$ cat config.mk
export PLATFORM = sky130hd
export DESIGN_NAME = rap_ctrl_end_flat
export DESIGN_NICKNAME = d
export VERILOG_FILES = /design/src/logic/rap_pkg.sv /design/src/logic/rap_link_if.sv /design/src/logic/rap_ctrl_end.sv /design/src/flat_wrapper.sv
export VERILOG_INCLUDE_DIRS = /design/src /design/src/logic
export SDC_FILE = /design/constraint.sdc
export NUM_CORES = 1
export LEC_CHECK = 0
export BUFFER_PORTS_ARGS = -buffer_cell sky130_fd_sc_hd__buf_2
export CORE_MARGIN = 2
export CORE_UTILIZATION = 30
export DETAILED_ROUTE_END_ITERATION = 8
export GPL_ROUTABILITY_DRIVEN = 0
export RECOVER_POWER = 100
export SYNTH_ARGS = -nofsm -noshare
export SYNTH_HDL_FRONTEND = slang
export SYNTH_SLANG_ARGS = --single-unit
$ cat constraint.sdc
create_clock -name i_clk -period 7.56 [get_ports i_clk]
set_clock_uncertainty 0.2 [all_clocks]
set_input_delay 0.756 -clock i_clk [delete_from_list [all_inputs] [get_ports i_clk]]
set_output_delay 0.756 -clock i_clk [all_outputs]
set_load 0.03 [all_outputs]
$ cat src/logic/rap_defs.svh
`ifndef RAP_DEFS_SVH
`define RAP_DEFS_SVH

// ============================================================
// Clock and core timing, in picoseconds.
`define RAP_TCK_PS 10000
`define RAP_READ_TO_PRECHARGE_MIN_TIME_PS 7500
`define RAP_TRP_PS 12500
`define RAP_ROW_ACTIVE_MIN_TIME_PS 40000

// ============================================================
// Derived clock counts, rounded up to whole cycles.
`define RAP_RTP_CK ((`RAP_READ_TO_PRECHARGE_MIN_TIME_PS + `RAP_TCK_PS - 1) / `RAP_TCK_PS)
`define RAP_RP_CK ((`RAP_TRP_PS + `RAP_TCK_PS - 1) / `RAP_TCK_PS)
`define RAP_RAS_CK ((`RAP_ROW_ACTIVE_MIN_TIME_PS + `RAP_TCK_PS - 1) / `RAP_TCK_PS)
`define RAP_RTPRP_CK ((`RAP_READ_TO_PRECHARGE_MIN_TIME_PS + `RAP_TRP_PS + `RAP_TCK_PS - 1) / `RAP_TCK_PS)
// Internal precharge start is floored at two clocks past the last prefetch.
`define RAP_MIN_RTP_PS (`RAP_MIN_RTP_CK * `RAP_TCK_PS)
`define RAP_AP_FLOOR_PS (`RAP_READ_TO_PRECHARGE_MIN_TIME_PS > `RAP_MIN_RTP_PS ? `RAP_READ_TO_PRECHARGE_MIN_TIME_PS : `RAP_MIN_RTP_PS)
`define RAP_APRP_CK ((`RAP_AP_FLOOR_PS + `RAP_TRP_PS + `RAP_TCK_PS - 1) / `RAP_TCK_PS)
`define RAP_MIN_RTP_CK 2
`define RAP_LAST_PREFETCH_CK 2
`define RAP_WR_EXTRA_CK 2

// ============================================================
// Link geometry and read-pipe depth.
`define RAP_BANKS 8
`define RAP_COL_W 10
`define RAP_PIPE_DEPTH 20

`endif

$ cat src/logic/rap_pkg.sv
package rap_pkg;
	typedef enum logic [2:0] {
		RAP_NOP = 3'b000,
		RAP_ACT = 3'b001,
		RAP_RD = 3'b010,
		RAP_PRE = 3'b011,
		RAP_WR = 3'b100
	} rap_cmd_e;

	typedef enum logic [1:0] {
		RAP_IDLE = 2'b00,
		RAP_OPEN = 2'b01,
		RAP_AP_WAIT = 2'b10,
		RAP_PRECHG = 2'b11
	} rap_bank_e;
endpackage : rap_pkg

$ cat src/logic/rap_link_if.sv
`timescale 1ns/1ps
`include "rap_defs.svh"

interface rap_link_if;
	rap_pkg::rap_cmd_e cmd;
	logic [2:0] bank;
	logic [`RAP_COL_W-1:0] col;
	logic auto_precharge_select_line;
	logic [31:0] dq;
	logic lower_byte_strobe;
	logic upper_byte_strobe;

	modport dram (
		input cmd, bank, col, auto_precharge_select_line,
		output dq, lower_byte_strobe, upper_byte_strobe
	);
	modport ctrl (
		output cmd, bank, col, auto_precharge_select_line,
		input dq, lower_byte_strobe, upper_byte_strobe
	);
endinterface : rap_link_if

$ cat src/logic/rap_ctrl_end.sv
`timescale 1ns/1ps
`include "rap_defs.svh"

// Notes on behaviour
// Read with select line high arms auto precharge.
// Auto precharge starts additive latency plus half-burst later.
// Unmet row-active or read-to-precharge postpones that start.
// Precharge period counts from the true start instant.
// Four-beat: reactivate after latency plus rounded sum.
// Eight-beat: same, plus two more clocks.
// Combined period rounds up to whole clocks.
// Never precharge within two clocks of last prefetch.
// Auto-precharge reads allowed while other banks active.
// Cross-bank gaps: half-burst, plus two, one.
// Explicit precharge waits for row-active minimum.
// Read-to-precharge spacing uses larger of rounded times.
// Wide part: each byte lane has own strobe.
// Read data follows additive plus column latency.
// Read-to-precharge measured from last prefetch edge.
// Per-bank counters; auto-precharged bank counts closed.
module rap_ctrl_end #(
	parameter int CNT_W = 6
) (
	// Clock and reset.
	input wire logic i_clk,
	input wire logic i_rst,
	// Mode settings.
	input wire logic [2:0] i_additive_latency,
	input wire logic [2:0] i_column_latency,
	input wire logic i_burst_length_8,
	// Command request.
	input wire logic i_req_valid,
	input wire rap_pkg::rap_cmd_e i_req_cmd,
	input wire logic [2:0] i_req_bank,
	input wire logic [`RAP_COL_W-1:0] i_req_col,
	input wire logic i_req_auto_precharge,
	output logic o_req_ready,
	// Read data.
	output logic o_rd_valid,
	output logic [31:0] o_rd_data,
	output logic [1:0] o_rd_lanes,
	// Link.
	rap_link_if.ctrl link,
	// Status.
	output logic [`RAP_BANKS-1:0] o_bank_open
);
	localparam int NB = `RAP_BANKS;

	if (CNT_W < 5 || `RAP_RAS_CK + `RAP_RP_CK >= 2 ** CNT_W) begin : g_bad_cnt_w
		$error("CNT_W too small for the timing counts.");
	end

	function automatic logic [CNT_W-1:0] dec(input logic [CNT_W-1:0] v);
		dec = (v != '0) ? CNT_W'(v - 1'b1) : '0;
	endfunction : dec

	function automatic logic [CNT_W-1:0] load(input logic [CNT_W-1:0] n);
		load = (n != '0) ? CNT_W'(n - 1'b1) : '0;
	endfunction : load

	function automatic logic [CNT_W-1:0] max2(input logic [CNT_W-1:0] a,
		input logic [CNT_W-1:0] b);
		max2 = (a > b) ? a : b;
	endfunction : max2

	// ============================================================
	// Timing figures in clocks for the current mode.
	logic [CNT_W-1:0] half;
	logic [CNT_W-1:0] base;
	logic [CNT_W-1:0] rd_to_pre;
	logic [CNT_W-1:0] rda_to_act;

	always_comb begin
		half = i_burst_length_8 ? CNT_W'(4) : CNT_W'(2);
		// Edge of the last 4-bit prefetch, counted from the read.
		base = CNT_W'(i_additive_latency) + half - CNT_W'(`RAP_LAST_PREFETCH_CK);
		rd_to_pre = base + max2(CNT_W'(`RAP_RTP_CK), CNT_W'(`RAP_MIN_RTP_CK));
		// Four-beat: base equals additive latency; eight-beat adds two. The internal
		// precharge never starts before two clocks past the last prefetch, so that floor
		// enters the rounded sum as well.
		rda_to_act = base + CNT_W'(`RAP_APRP_CK);
	end

	// ============================================================
	// Per-bank and cross-bank counters.
	logic open_q [NB], next_open [NB];
	logic [CNT_W-1:0] act_wait [NB], next_act_wait [NB];
	logic [CNT_W-1:0] pre_wait [NB], next_pre_wait [NB];
	logic [CNT_W-1:0] ras_wait [NB], next_ras_wait [NB];
	logic [CNT_W-1:0] rd_gap, next_rd_gap;
	logic [CNT_W-1:0] wr_gap, next_wr_gap;
	logic [CNT_W-1:0] any_gap, next_any_gap;
	logic legal;
	logic take;
	logic [2:0] rb;

	always_comb begin
		rb = i_req_bank;
		case (i_req_cmd)
			rap_pkg::RAP_ACT: begin
				legal = !open_q[rb] && act_wait[rb] == '0 && any_gap == '0;
			end
			rap_pkg::RAP_RD: begin
				legal = open_q[rb] && rd_gap == '0;
			end
			rap_pkg::RAP_WR: begin
				legal = open_q[rb] && wr_gap == '0;
			end
			rap_pkg::RAP_PRE: begin
				legal = open_q[rb] && ras_wait[rb] == '0 && pre_wait[rb] == '0 &&
					any_gap == '0;
			end
			rap_pkg::RAP_NOP: legal = 1'b1;
			default: legal = 1'b0;
		endcase
		o_req_ready = legal;
		take = i_req_valid && legal;
	end

	always_comb begin
		next_rd_gap = dec(rd_gap);
		next_wr_gap = dec(wr_gap);
		next_any_gap = dec(any_gap);
		for (int b = 0; b < NB; b++) begin
			next_open[b] = open_q[b];
			next_act_wait[b] = dec(act_wait[b]);
			next_pre_wait[b] = dec(pre_wait[b]);
			next_ras_wait[b] = dec(ras_wait[b]);
			if (take && rb == 3'(b)) begin
				case (i_req_cmd)
					rap_pkg::RAP_ACT: begin
						next_open[b] = 1'b1;
						next_ras_wait[b] = load(CNT_W'(`RAP_RAS_CK));
					end
					rap_pkg::RAP_RD: begin
						next_pre_wait[b] = load(rd_to_pre);
						if (i_req_auto_precharge) begin
							// Closed at once; reopen waits for the hidden precharge.
							next_open[b] = 1'b0;
							next_act_wait[b] = load(max2(rda_to_act,
								dec(ras_wait[b]) + CNT_W'(`RAP_RP_CK) + 1'b1));
						end
					end
					rap_pkg::RAP_PRE: begin
						next_open[b] = 1'b0;
						next_act_wait[b] = load(CNT_W'(`RAP_RP_CK));
					end
					default: next_open[b] = open_q[b];
				endcase
			end
		end
		if (take && i_req_cmd == rap_pkg::RAP_RD) begin
			next_rd_gap = load(half);
			next_wr_gap = load(half + CNT_W'(`RAP_WR_EXTRA_CK));
			next_any_gap = load(CNT_W'(1));
		end else if (take && i_req_cmd != rap_pkg::RAP_NOP) begin
			next_any_gap = load(CNT_W'(1));
			if (i_req_cmd == rap_pkg::RAP_WR) begin
				next_rd_gap = load(half);
				next_wr_gap = load(half);
			end
		end
	end

	// ============================================================
	// Link command and captured read data, next values.
	rap_pkg::rap_cmd_e next_cmd;
	logic [2:0] next_bank;
	logic [`RAP_COL_W-1:0] next_col;
	logic next_ap_sel;
	logic next_rd_valid;
	logic [31:0] next_rd_data;
	logic [1:0] next_rd_lanes;

	always_comb begin
		next_cmd = take ? i_req_cmd : rap_pkg::RAP_NOP;
		next_bank = take ? i_req_bank : 3'h0;
		next_col = take ? i_req_col : '0;
		next_ap_sel = take && i_req_auto_precharge && i_req_cmd == rap_pkg::RAP_RD;
		next_rd_valid = link.lower_byte_strobe | link.upper_byte_strobe;
		// Each byte lane is kept only under its own strobe.
		next_rd_data = link.dq & {{8{link.upper_byte_strobe}}, {8{link.lower_byte_strobe}},
			{8{link.upper_byte_strobe}}, {8{link.lower_byte_strobe}}};
		next_rd_lanes = {link.upper_byte_strobe, link.lower_byte_strobe};
	end

	// ============================================================
	// Registers: counters, link command and captured read data.
	always_ff @(posedge i_clk) begin
		if (i_rst) begin
			for (int b = 0; b < NB; b++) begin
				open_q[b] <= 1'b0;
				act_wait[b] <= '0;
				pre_wait[b] <= '0;
				ras_wait[b] <= '0;
			end
			rd_gap <= '0;
			wr_gap <= '0;
			any_gap <= '0;
			link.cmd <= rap_pkg::RAP_NOP;
			link.bank <= 3'h0;
			link.col <= '0;
			link.auto_precharge_select_line <= 1'b0;
			o_rd_valid <= 1'b0;
			o_rd_data <= 32'h0000_0000;
			o_rd_lanes <= 2'h0;
		end else begin
			open_q <= next_open;
			act_wait <= next_act_wait;
			pre_wait <= next_pre_wait;
			ras_wait <= next_ras_wait;
			rd_gap <= next_rd_gap;
			wr_gap <= next_wr_gap;
			any_gap <= next_any_gap;
			link.cmd <= next_cmd;
			link.bank <= next_bank;
			link.col <= next_col;
			link.auto_precharge_select_line <= next_ap_sel;
			o_rd_valid <= next_rd_valid;
			o_rd_data <= next_rd_data;
			o_rd_lanes <= next_rd_lanes;
		end
	end

	for (genvar b = 0; b < NB; b++) begin : g_open
		assign o_bank_open[b] = open_q[b];
	end
endmodule : rap_ctrl_end

$ cat src/flat_wrapper.sv
// flat-port wrapper written by rule: the top's interface ports become plain ports
module rap_ctrl_end_flat 
#(
	parameter int CNT_W = 6
)
  (i_clk, i_rst, i_additive_latency, i_column_latency, i_burst_length_8, i_req_valid, i_req_cmd, i_req_bank, i_req_col, i_req_auto_precharge, o_req_ready, o_rd_valid, o_rd_data, o_rd_lanes, o_bank_open, link_cmd, link_bank, link_col, link_auto_precharge_select_line, link_dq, link_lower_byte_strobe, link_upper_byte_strobe);
  rap_link_if link_i ();
  input wire logic i_clk;
  input wire logic i_rst;
  input wire logic [2:0] i_additive_latency;
  input wire logic [2:0] i_column_latency;
  input wire logic i_burst_length_8;
  input wire logic i_req_valid;
  input wire rap_pkg::rap_cmd_e i_req_cmd;
  input wire logic [2:0] i_req_bank;
  input wire logic [`RAP_COL_W-1:0] i_req_col;
  input wire logic i_req_auto_precharge;
  output logic o_req_ready;
  output logic o_rd_valid;
  output logic [31:0] o_rd_data;
  output logic [1:0] o_rd_lanes;
  output logic [`RAP_BANKS-1:0] o_bank_open;
  output wire logic [$bits(link_i.cmd)-1:0] link_cmd;
  output wire logic [$bits(link_i.bank)-1:0] link_bank;
  output wire logic [$bits(link_i.col)-1:0] link_col;
  output wire logic [$bits(link_i.auto_precharge_select_line)-1:0] link_auto_precharge_select_line;
  input wire logic [$bits(link_i.dq)-1:0] link_dq;
  input wire logic [$bits(link_i.lower_byte_strobe)-1:0] link_lower_byte_strobe;
  input wire logic [$bits(link_i.upper_byte_strobe)-1:0] link_upper_byte_strobe;
  assign link_cmd = link_i.cmd;
  assign link_bank = link_i.bank;
  assign link_col = link_i.col;
  assign link_auto_precharge_select_line = link_i.auto_precharge_select_line;
  assign link_i.dq = link_dq;
  assign link_i.lower_byte_strobe = link_lower_byte_strobe;
  assign link_i.upper_byte_strobe = link_upper_byte_strobe;
  rap_ctrl_end #(.CNT_W(CNT_W)) u_core (.i_clk(i_clk), .i_rst(i_rst), .i_additive_latency(i_additive_latency), .i_column_latency(i_column_latency), .i_burst_length_8(i_burst_length_8), .i_req_valid(i_req_valid), .i_req_cmd(i_req_cmd), .i_req_bank(i_req_bank), .i_req_col(i_req_col), .i_req_auto_precharge(i_req_auto_precharge), .o_req_ready(o_req_ready), .o_rd_valid(o_rd_valid), .o_rd_data(o_rd_data), .o_rd_lanes(o_rd_lanes), .link(link_i), .o_bank_open(o_bank_open));
endmodule
==> impl_metrics.tcl, run 1 <==
set metrics [dict create \
    yosysUniqueCellTypes 88 \
    routedWlPerCell_um 17.34 \
    path_cells "clkbuf_1 > inv_1 > ha_1 > inv_1 > ha_1 > inv_1 > ha_1 > inv_1 > ha_1 > xnor2_1 > clkbuf_1 > clkinv_1 > clkbuf_1 > ha_1 > and3_1 > nand4_1 > a21boi_0 > clkbuf_1 > mux2i_1 > ha_1 > nand2_1 > o31a_1 > o2111ai_1 > o32ai_1" \
    root_buffer "clkbuf_16" \
    die_w_um 226.6 \
    io_buffer_count 118 \
    ant_nets 0 \
    drive_gt1_share_pct 8.842 \
    syn2layout_area_growth_pct 14.38 \
    r2r_slack_ns 1.99 \
    num_vias 14100 \
    drt_iter0_markers 1219 \
    critPathMaxStageDelay_ns 0.60 \
    ys.warnings.count 0 \
    setup_viol 0 \
    relSlewSlack_pct 10.11 \
    route.detailed.drc 0 \
    yosys.area.top_type_share_pct 29.90 \
    cts_made_buffers 28 \
    finalCritPeriodShare_pct 83.57 \
    clk_path_buf_depth 3 \
    setup_tns_ns 0 \
    htreeDepth 1 \
    ys_ff_latch 222 \
    wl_um 45070 \
    synth_top_cell_by_area "dfxtp_1" \
    critPathLaunchType "input pin" \
    synth_edf_count 0 \
    grt_first_pass_wirelength_um 70990 \
    post-route-min-period_ns 6.318 \
    critical_path.top_delay_family "buffers and inverters" \
    fmax_mhz 158.3 \
    netlist_area_mm2 0.01487 \
    critPathBufInv 9 \
    crit_cells 24 \
    clk-insertion-delay-late_ns 0.57 \
    routed_via_density 5.423 \
    syn_inst 1823 \
    cp_common_cell "ha_1" \
    endpoint "u_core.act_wait[22]$_SDFF_PP0_" \
    r2r-start "u_core.ras_wait[36]$_SDFF_PP0_" \
    finalHoldViolCount 0 \
    cp_data_arrival_time_ns 6.52 \
    cp_max_fo 11 \
    grt_pass1_vias 13460 \
    cts_resized 0 \
    io_pins 122 \
    cts_tree "yes" \
    cts_num_sinks 222 \
    crit_type "in -> reg" \
    worstHoldPathType "in -> reg" \
    rsz0062_at_grt "false" \
    endpoint_kind "register" \
    path_clk_slew_ns 0.06 \
    dr.pass1.iters 5 \
    core_area_mm2 0.04895 \
    hold_buffers 0 \
    synthArstFlopShare_pct 0 \
    setup.worst_path.start "i_burst_length_8" \
    dieArea_mm2 0.05135 \
    postSynthAreaPerCell_um2 8.154 \
    grt_overflow 0 \
    maxSlewViolCount 0 \
    synth_area_leaders "dfxtp_1, ha_1, xnor2_1, nor2_1, a21oi_1" \
    required_ns 7.76 \
    die_h_um 226.6 \
    max_cap_violations 0 \
    place_hpwl_um 32790 \
    worstRegToRegCells 20 \
    final_util_pct 34.74 \
    tightest_slew_ns 1.348 \
    rows 81 \
    synth_ff_type "dfxtp_1" \
    outcome "finished, final reports clean" \
    reg2reg_to "u_core.act_wait[37]$_SDFF_PP0_" \
    nets 2102 \
    crit_slowest_cell "clkinv_1" \
    ys_seq_area_share_pct 29.90 \
    synth_nets 2011 \
    grt_antenna_before_repair 3 \
    grt_max_degree 79 \
    post-cts-setup-buffers 0 \
    start_util_pct 30.37 \
    grt.total_usage_pct 17.18 \
]
[registers in the layout, indices dropped and copies added (netlist names)]
register	count
u_core.link.auto_precharge_select_line	1
u_core.o_rd_data	32
u_core.o_rd_valid	1
u_core.rd_gap	6
u_core.wr_gap	6
u_core.o_bank_open	8
u_core.link.col	10
u_core.link.cmd	3
u_core.link.bank	3
u_core.ras_wait	48
u_core.pre_wait	48
u_core.any_gap	6
u_core.o_rd_lanes	2
u_core.act_wait	48
[per-stage QoR]
| step | instance area [µm²] | setup WS [ns] | hold slack (ns) | cells |
|---|---|---|---|---|
| final | 17000 | 1.242 | 0.1870 | 2600 |
| after floorplan | 14870 | 1.806 | 0.2128 | 1823 |
| after global placement | 16110 | 1.388 | 0.2266 | 2548 |
| after detailed placement | 16110 | 1.370 | 0.2341 | 2548 |
| after global routing | 17000 | 0.9018 | 0.1733 | 2600 |
| after CTS | 17150 | 1.916 | 0.1605 | 2598 |
[worst min path at each step]
stage	start	end	slack (ns)	cells after the start
after detailed placement	u_core.any_gap[0]$_SDFF_PP0_	u_core.any_gap[0]$_SDFF_PP0_	0.23	1
after global routing	link_dq[1]	u_core.o_rd_data[1]$_SDFF_PP0_	0.17	2
after floorplan	u_core.any_gap[0]$_SDFF_PP0_	u_core.any_gap[0]$_SDFF_PP0_	0.21	1
final	link_dq[12]	u_core.o_rd_data[12]$_SDFF_PP0_	0.19	2
after global placement	u_core.any_gap[0]$_SDFF_PP0_	u_core.any_gap[0]$_SDFF_PP0_	0.23	1
after CTS	link_dq[31]	u_core.o_rd_data[31]$_SDFF_PP0_	0.16	2
[routing by layer]
metal | vias to the layer above | global-route usage [%] | share of wire, %
li1 | 6808 | - | -
met3 | 98 | 2.916 | 6.7
met4 | 2 | 5.921 | 2.8
met1 | 6713 | 22.43 | 44
met2 | 479 | 28.57 | 46
met5 | - | 0 | 0.022
[synthesized netlist by cell type (all sizes together) (24+ instances only)]
master  instances
ha            126
xnor2          72
buf            24
inv           102
and2           48
nand3          59
dfxtp         222
o22ai          59
and3           36
a31oi          29
nand4          28
nor2          149
nor4           24
nand2b         33
nor3           85
clkbuf         54
a21oi         106
nand2         127
mux2i          27
o21ai          51
nor2b          38
xor2           34
[area by class of cell]
class	count	area, µm²
Clock inverter	10	175.2
Antenna cell	2	5.005
Fill cell	5099	31950
Tap cell	664	830.8
Timing Repair Buffer	139	634.4
Inverter	104	390.4
Clock buffer	40	855.8
Multi-Input combinational cell	1419	9668
Sequential cell	222	4444
[cells in the final DEF, fill, tap and decap left out, types with 10 or more instances in the layout]
cell type / instances
a21o_1: 21
a21oi_1: 105
a31o_2: 10
a31oi_1: 29
and2_0: 26
and2_1: 21
and3_1: 36
buf_2: 54
buf_4: 12
clkbuf_1: 74
clkbuf_16: 28
clkbuf_8: 11
dfxtp_1: 222
ha_1: 126
inv_1: 102
mux2_2: 16
mux2i_1: 27
nand2_1: 126
nand2b_1: 33
nand3_1: 59
nand3b_1: 12
nand4_1: 28
nor2_1: 149
nor2b_1: 38
nor3_1: 83
nor3b_1: 15
nor4_1: 24
nor4b_1: 10
o21ai_0: 49
o22ai_1: 59
o2bb2ai_1: 10
o31ai_1: 13
o32ai_1: 12
or2_2: 10
or3_1: 21
xnor2_1: 72
xor2_1: 34
[worst register-to-register path, delay by kind of cell (launching register included)]
family	cells	cell delay [ns]
AO/OA/AOI/OAI	4	1.37
XOR/XNOR	1	0.39
adder cells (fa/ha/maj)	4	0.88
buffers and inverters	3	0.37
flip-flops	1	0.39
multiplexers	1	0.43
AND/OR/NAND/NOR	7	1.51
[kinds of logic after synthesis]
group	Yosys count	share of synthesized area (%)
and+or+nand+nor	727	25.88
AOI/OAI and AO/OA	412	18.67
DFF	222	29.90
buffers and inverters	182	4.958
adders and majority gates	127	10.74
xor gates and xnor gates	106	6.245
muxes	47	3.611
Power of run 1 is not shown: default switching activity piles up to over one toggle a cycle in this logic, so the estimate is an artifact.
==> run 2: changes to the inputs <==
==> constraint.sdc (replaced) <==
create_clock -name i_clk -period 6 [get_ports i_clk]
set_clock_uncertainty 0.2 [all_clocks]
set_input_delay 0.6 -clock i_clk [delete_from_list [all_inputs] [get_ports i_clk]]
set_output_delay 0.6 -clock i_clk [all_outputs]
set_load 0.03 [all_outputs]
==> impl_metrics.tcl, run 2 (synthesis results as in run 1) <==
set metrics [dict create \
    outcome "finished with violations" \
    critPathLaunchType "input pin" \
    relSlewSlack_pct -63.25 \
    routed_via_density 5.439 \
    whs_ns 0.03683 \
    final_cell_mix "dfxtp_1, nor2_1, ha_1" \
    max_cap_violations 3 \
    tightest_slew_ns 2.449 \
    hold_buffers 0 \
    grt_overflow 0 \
    grt_pass1_vias 13690 \
    finalNonFillerCells 2606 \
    grt_max_degree 50 \
    worstHoldPathType "in -> reg" \
    setup_tns_ns 0 \
    hold-path-cell-count 2 \
    rows 81 \
    clk_path_buf_depth 3 \
    routedWlPerCell_um 17.76 \
    nets 2112 \
    multi_input_area_mm2 0.009683 \
    maxSlewViolCount 126 \
    nFillCells 5063 \
    wl_um 46280 \
    grt_first_pass_wirelength_um 72770 \
    post-cts-setup-buffers 0 \
    cts_resized 0 \
    crit_type "in -> reg" \
    die_w_um 226.6 \
    finalHoldViolCount 0 \
    clk-insertion-delay-late_ns 0.56 \
    htreeDepth 1 \
    worstRegToRegCells 21 \
    syn2layout_area_growth_pct 14.19 \
    die_h_um 226.6 \
    io_pins 122 \
    root_buffer "clkbuf_16" \
    route.detailed.drc 0 \
    ant_nets 0 \
    cts_tree "yes" \
    rsz0062_at_grt "false" \
    setup_viol 0 \
    dieArea_mm2 0.05135 \
    drt_iter0_markers 1206 \
    post-route-min-period_ns 5.483 \
    finalCritPeriodShare_pct 91.39 \
    path_clk_slew_ns 0.06 \
    placedCellCount 2559 \
    core_area_mm2 0.04895 \
    final_common_cell "dfxtp_1" \
    place_hpwl_um 33610 \
    cp_max_fo 11 \
    required_ns 6.15 \
    cts_made_buffers 27 \
    fmax_mhz 182.4 \
    drive_gt1_share_pct 9.171 \
    grt_antenna_before_repair 2 \
    reg_top3 "u_core.act_wait x48, u_core.pre_wait x48, u_core.ras_wait x48" \
    cts_num_sinks 222 \
    num_vias 14170 \
    violations "max-capacitance violations, max-slew violations" \
    endpoint_kind "register" \
    cp_data_arrival_time_ns 5.64 \
    seq_area_mm2 0.004444 \
    grt.total_usage_pct 17.62 \
    start_util_pct 30.37 \
    io_buffer_count 118 \
    dr.pass1.iters 6 \
]
[run 2: cell count changes in the layout (fill, tap and decap cells not counted), moves of 2 or more]
cell	delta
buf_4	+8
clkbuf_1	+2
clkinv_2	+4
clkbuf_8	-6
clkinvlp_4	-3
[run 2: path summary, 6_finish.rpt]
check / startpoint / to / slack, ns
min: link_dq[9] / u_core.o_rd_data[9]$_SDFF_PP0_ / 0.04
min reg2reg: u_core.any_gap[0]$_SDFF_PP0_ / u_core.any_gap[0]$_SDFF_PP0_ / 0.25
max: i_burst_length_8 / u_core.act_wait[22]$_SDFF_PP0_ / 0.52
max reg2reg: u_core.ras_wait[6]$_SDFF_PP0_ / u_core.act_wait[6]$_SDFF_PP0_ / 0.62
[run 2: metrics by stage]
step	cell area (µm²)	worst slack [ns]	util (%)
after floorplan	14870	0.4020	-
after global placement	16210	0.5544	33.11
after detailed placement	16210	0.4764	33.11
after CTS	17110	0.6993	34.95
after global routing	16980	0.1692	34.68
final	16980	0.5166	34.68
[run 2: routing by layer]
metal  track usage [%]  up-vias  share of wire [%]
li1                  -     6832                  -
met5                 0        -                  0
met1             23.03     6765                 44
met3             2.734       91                7.4
met4             5.433        0                2.8
met2             29.74      486                 46
[run 2: worst max-delay path, cell delays in order]
cell and delay, ns:
clkbuf_1 0.26, inv_1 0.09, ha_1 0.28, inv_1 0.06, ha_1 0.13, inv_1 0.04, ha_1 0.34, inv_1 0.09
ha_1 0.23, xnor2_1 0.20, clkinv_1 0.43, clkbuf_1 0.42, ha_1 0.39, and3_1 0.19, nand4_1 0.08, a21boi_0 0.17
clkbuf_2 0.26, mux2i_1 0.27, ha_1 0.20, nand2_1 0.07, o31a_1 0.25, o2111ai_1 0.44, o32ai_1 0.14
[run 2: layout make-up]
| cell class | instances | share of cell area, % |
|---|---|---|
| inverter | 104 | 2.300 |
| clock buffer | 35 | 4.452 |
| antenna | 1 | 0.01474 |
| multi-input combinational | 1419 | 57.04 |
| tap | 664 | 4.894 |
| timing repair buffer | 150 | 4.268 |
| sequential | 222 | 26.18 |
| clock inverter | 11 | 0.8476 |
Power of run 2 is left out for the same reason.
==> run 3: changes to the inputs <==
--- a/config.mk
+++ b/config.mk
@@ -11,7 +11,6 @@
 export CORE_UTILIZATION = 30
 export DETAILED_ROUTE_END_ITERATION = 8
 export GPL_ROUTABILITY_DRIVEN = 0
-export RECOVER_POWER = 100
 export SYNTH_ARGS = -nofsm -noshare
 export SYNTH_HDL_FRONTEND = slang
 export SYNTH_SLANG_ARGS = --single-unit
==> impl_metrics.tcl, run 3 (synthesis results as in run 1) <==
set metrics [dict create \
    outcome "finished, final reports clean" \
    core_area_mm2 0.04895 \
    setup_viol 0 \
    r2r_slack_ns 0.69 \
    grt_util_met1_pct 23.03 \
    clk_path_buf_depth 3 \
    grt_pass1_vias 13690 \
    nFillCells 5009 \
    reg_top3 "u_core.act_wait x48, u_core.pre_wait x48, u_core.ras_wait x48" \
    ant_nets 0 \
    cts_num_sinks 222 \
    cp_common_cell "ha_1" \
    htreeDepth 1 \
    required_ns 6.23 \
    final_common_cell "dfxtp_1" \
    io_buffer_count 118 \
    num_vias 14160 \
    die_w_um 226.6 \
    fmax_mhz 188.2 \
    grt_antenna_before_repair 3 \
    start_util_pct 30.37 \
    setup_tns_ns 0 \
    finalCritPeriodShare_pct 88.55 \
    busiest_layer "met2" \
    routedWlPerCell_um 17.73 \
    rsz0062_at_grt "false" \
    critPathMaxStageDelay_ns 0.49 \
    endpoint_kind "register" \
    cts_tree "yes" \
    worstHoldPathType "in -> reg" \
    critical_path.top_delay_family "compound AO/OA/AOI/OAI gates" \
    reg2reg_to "u_core.act_wait[6]$_SDFF_PP0_" \
    nets 2112 \
    cp_max_fo 9 \
    crit_type "reg -> reg" \
    finalHoldViolCount 0 \
    critPathBufInv 2 \
    grtUsageMet3_pct 2.734 \
    cp_data_arrival_time_ns 5.55 \
    syn2layout_area_growth_pct 15.11 \
    path_cells "inv_1 > ha_1 > nor3b_1 > buf_4 > nand2_1 > nand2_1 > ha_1 > or4bb_1 > o32a_1 > o41ai_2 > mux2i_1 > nor2_1 > ha_1 > a21o_1 > a21o_1 > o21ai_1 > mux2i_1 > ha_1 > o2111ai_1 > a31oi_1 > o41ai_1" \
    relSlewSlack_pct 24.06 \
    rows 81 \
    clk-insertion-delay-late_ns 0.57 \
    post-route-min-period_ns 5.313 \
    setup.worst_path.start "u_core.ras_wait[6]$_SDFF_PP0_" \
    route.detailed.drc 0 \
    tightest_slew_ns 1.135 \
    grt_overflow 0 \
    dieArea_mm2 0.05135 \
    place_hpwl_um 33610 \
    final_cell_mix "dfxtp_1, nor2_1, ha_1" \
    io_pins 122 \
    grt_max_degree 50 \
    grt.total_usage_pct 17.62 \
    use_met2_pct 29.74 \
    drt_iter0_markers 1141 \
    r2r-start "u_core.ras_wait[6]$_SDFF_PP0_" \
    post-cts-setup-buffers 0 \
    maxSlewViolCount 0 \
    critPathLaunchType "register" \
    drive_gt1_share_pct 13.19 \
    root_buffer "clkbuf_16" \
    wl_um 46200 \
    grt_first_pass_wirelength_um 72770 \
    endpoint "u_core.act_wait[6]$_SDFF_PP0_" \
    dr.pass1.iters 7 \
    path_clk_slew_ns 0.06 \
    die_h_um 226.6 \
    worstRegToRegCells 21 \
    cts_made_buffers 27 \
    crit_cells 21 \
    cts_resized 0 \
    routed_via_density 5.435 \
    max_cap_violations 0 \
    crit_slowest_cell "or4bb_1" \
    hold_buffers 0 \
]
-- run 3: cell types whose count changed in the layout (fill, tap and decap cells not counted), moves of 2 or more --
cell / delta
clkbuf_1: -73
buf_2: +62
and2_0: -26
and2_1: +25
buf_4: +12
o21ai_0: -2
o21ai_1: +2
-- run 3: how the worst min path moves through the flow --
stage / slack, ns / endpoint / startpoint / cells after the start
after floorplan: 0.21 / u_core.any_gap[0]$_SDFF_PP0_ / u_core.any_gap[0]$_SDFF_PP0_ / 1
after global placement: 0.22 / u_core.any_gap[0]$_SDFF_PP0_ / u_core.any_gap[0]$_SDFF_PP0_ / 1
after detailed placement: 0.24 / u_core.any_gap[0]$_SDFF_PP0_ / u_core.any_gap[0]$_SDFF_PP0_ / 1
after CTS: 0.02 / u_core.o_rd_data[31]$_SDFF_PP0_ / link_dq[31] / 2
after global routing: 0.02 / u_core.o_rd_data[18]$_SDFF_PP0_ / link_dq[18] / 2
final: 0.03 / u_core.o_rd_data[9]$_SDFF_PP0_ / link_dq[9] / 2
-- run 3: area by class of cell --
class | count | area, µm² | area share (%)
clock inverters | 11 | 143.9 | 0.8409
well taps | 664 | 830.8 | 4.855
repair buffers | 150 | 845.8 | 4.943
flip-flops and latches | 222 | 4444 | 25.97
diodes | 1 | 2.502 | 0.01462
multi-input cells | 1419 | 9698 | 56.68
inverters | 104 | 390.4 | 2.281
clock buffers | 35 | 755.7 | 4.417
-- run 3: metal layers --
layer / share of wire, % / vias up / wire length (µm)
li1: - / 6838 / -
met1: 45 / 6792 / 20610
met2: 46 / 454 / 21180
met3: 6.8 / 79 / 3137
met4: 2.7 / 0 / 1267
met5: 0 / - / 0
-- run 3: through the flow --
step	std cells	cell area [µm²]	utilization (%)	hold slack, ns	worst slack, ns
5_1_grt	2606	17110	34.96	0.02401	0.2493
2_1_floorplan	1823	14870	-	0.2128	0.4020
3_5_place_dp	2559	16210	33.11	0.2361	0.4764
4_1_cts	2605	17110	34.95	0.01617	0.6993
6_report	2606	17110	34.96	0.03466	0.6870
3_3_place_gp	2559	16210	33.11	0.2229	0.5544
Power of run 3 is left out for the same reason.
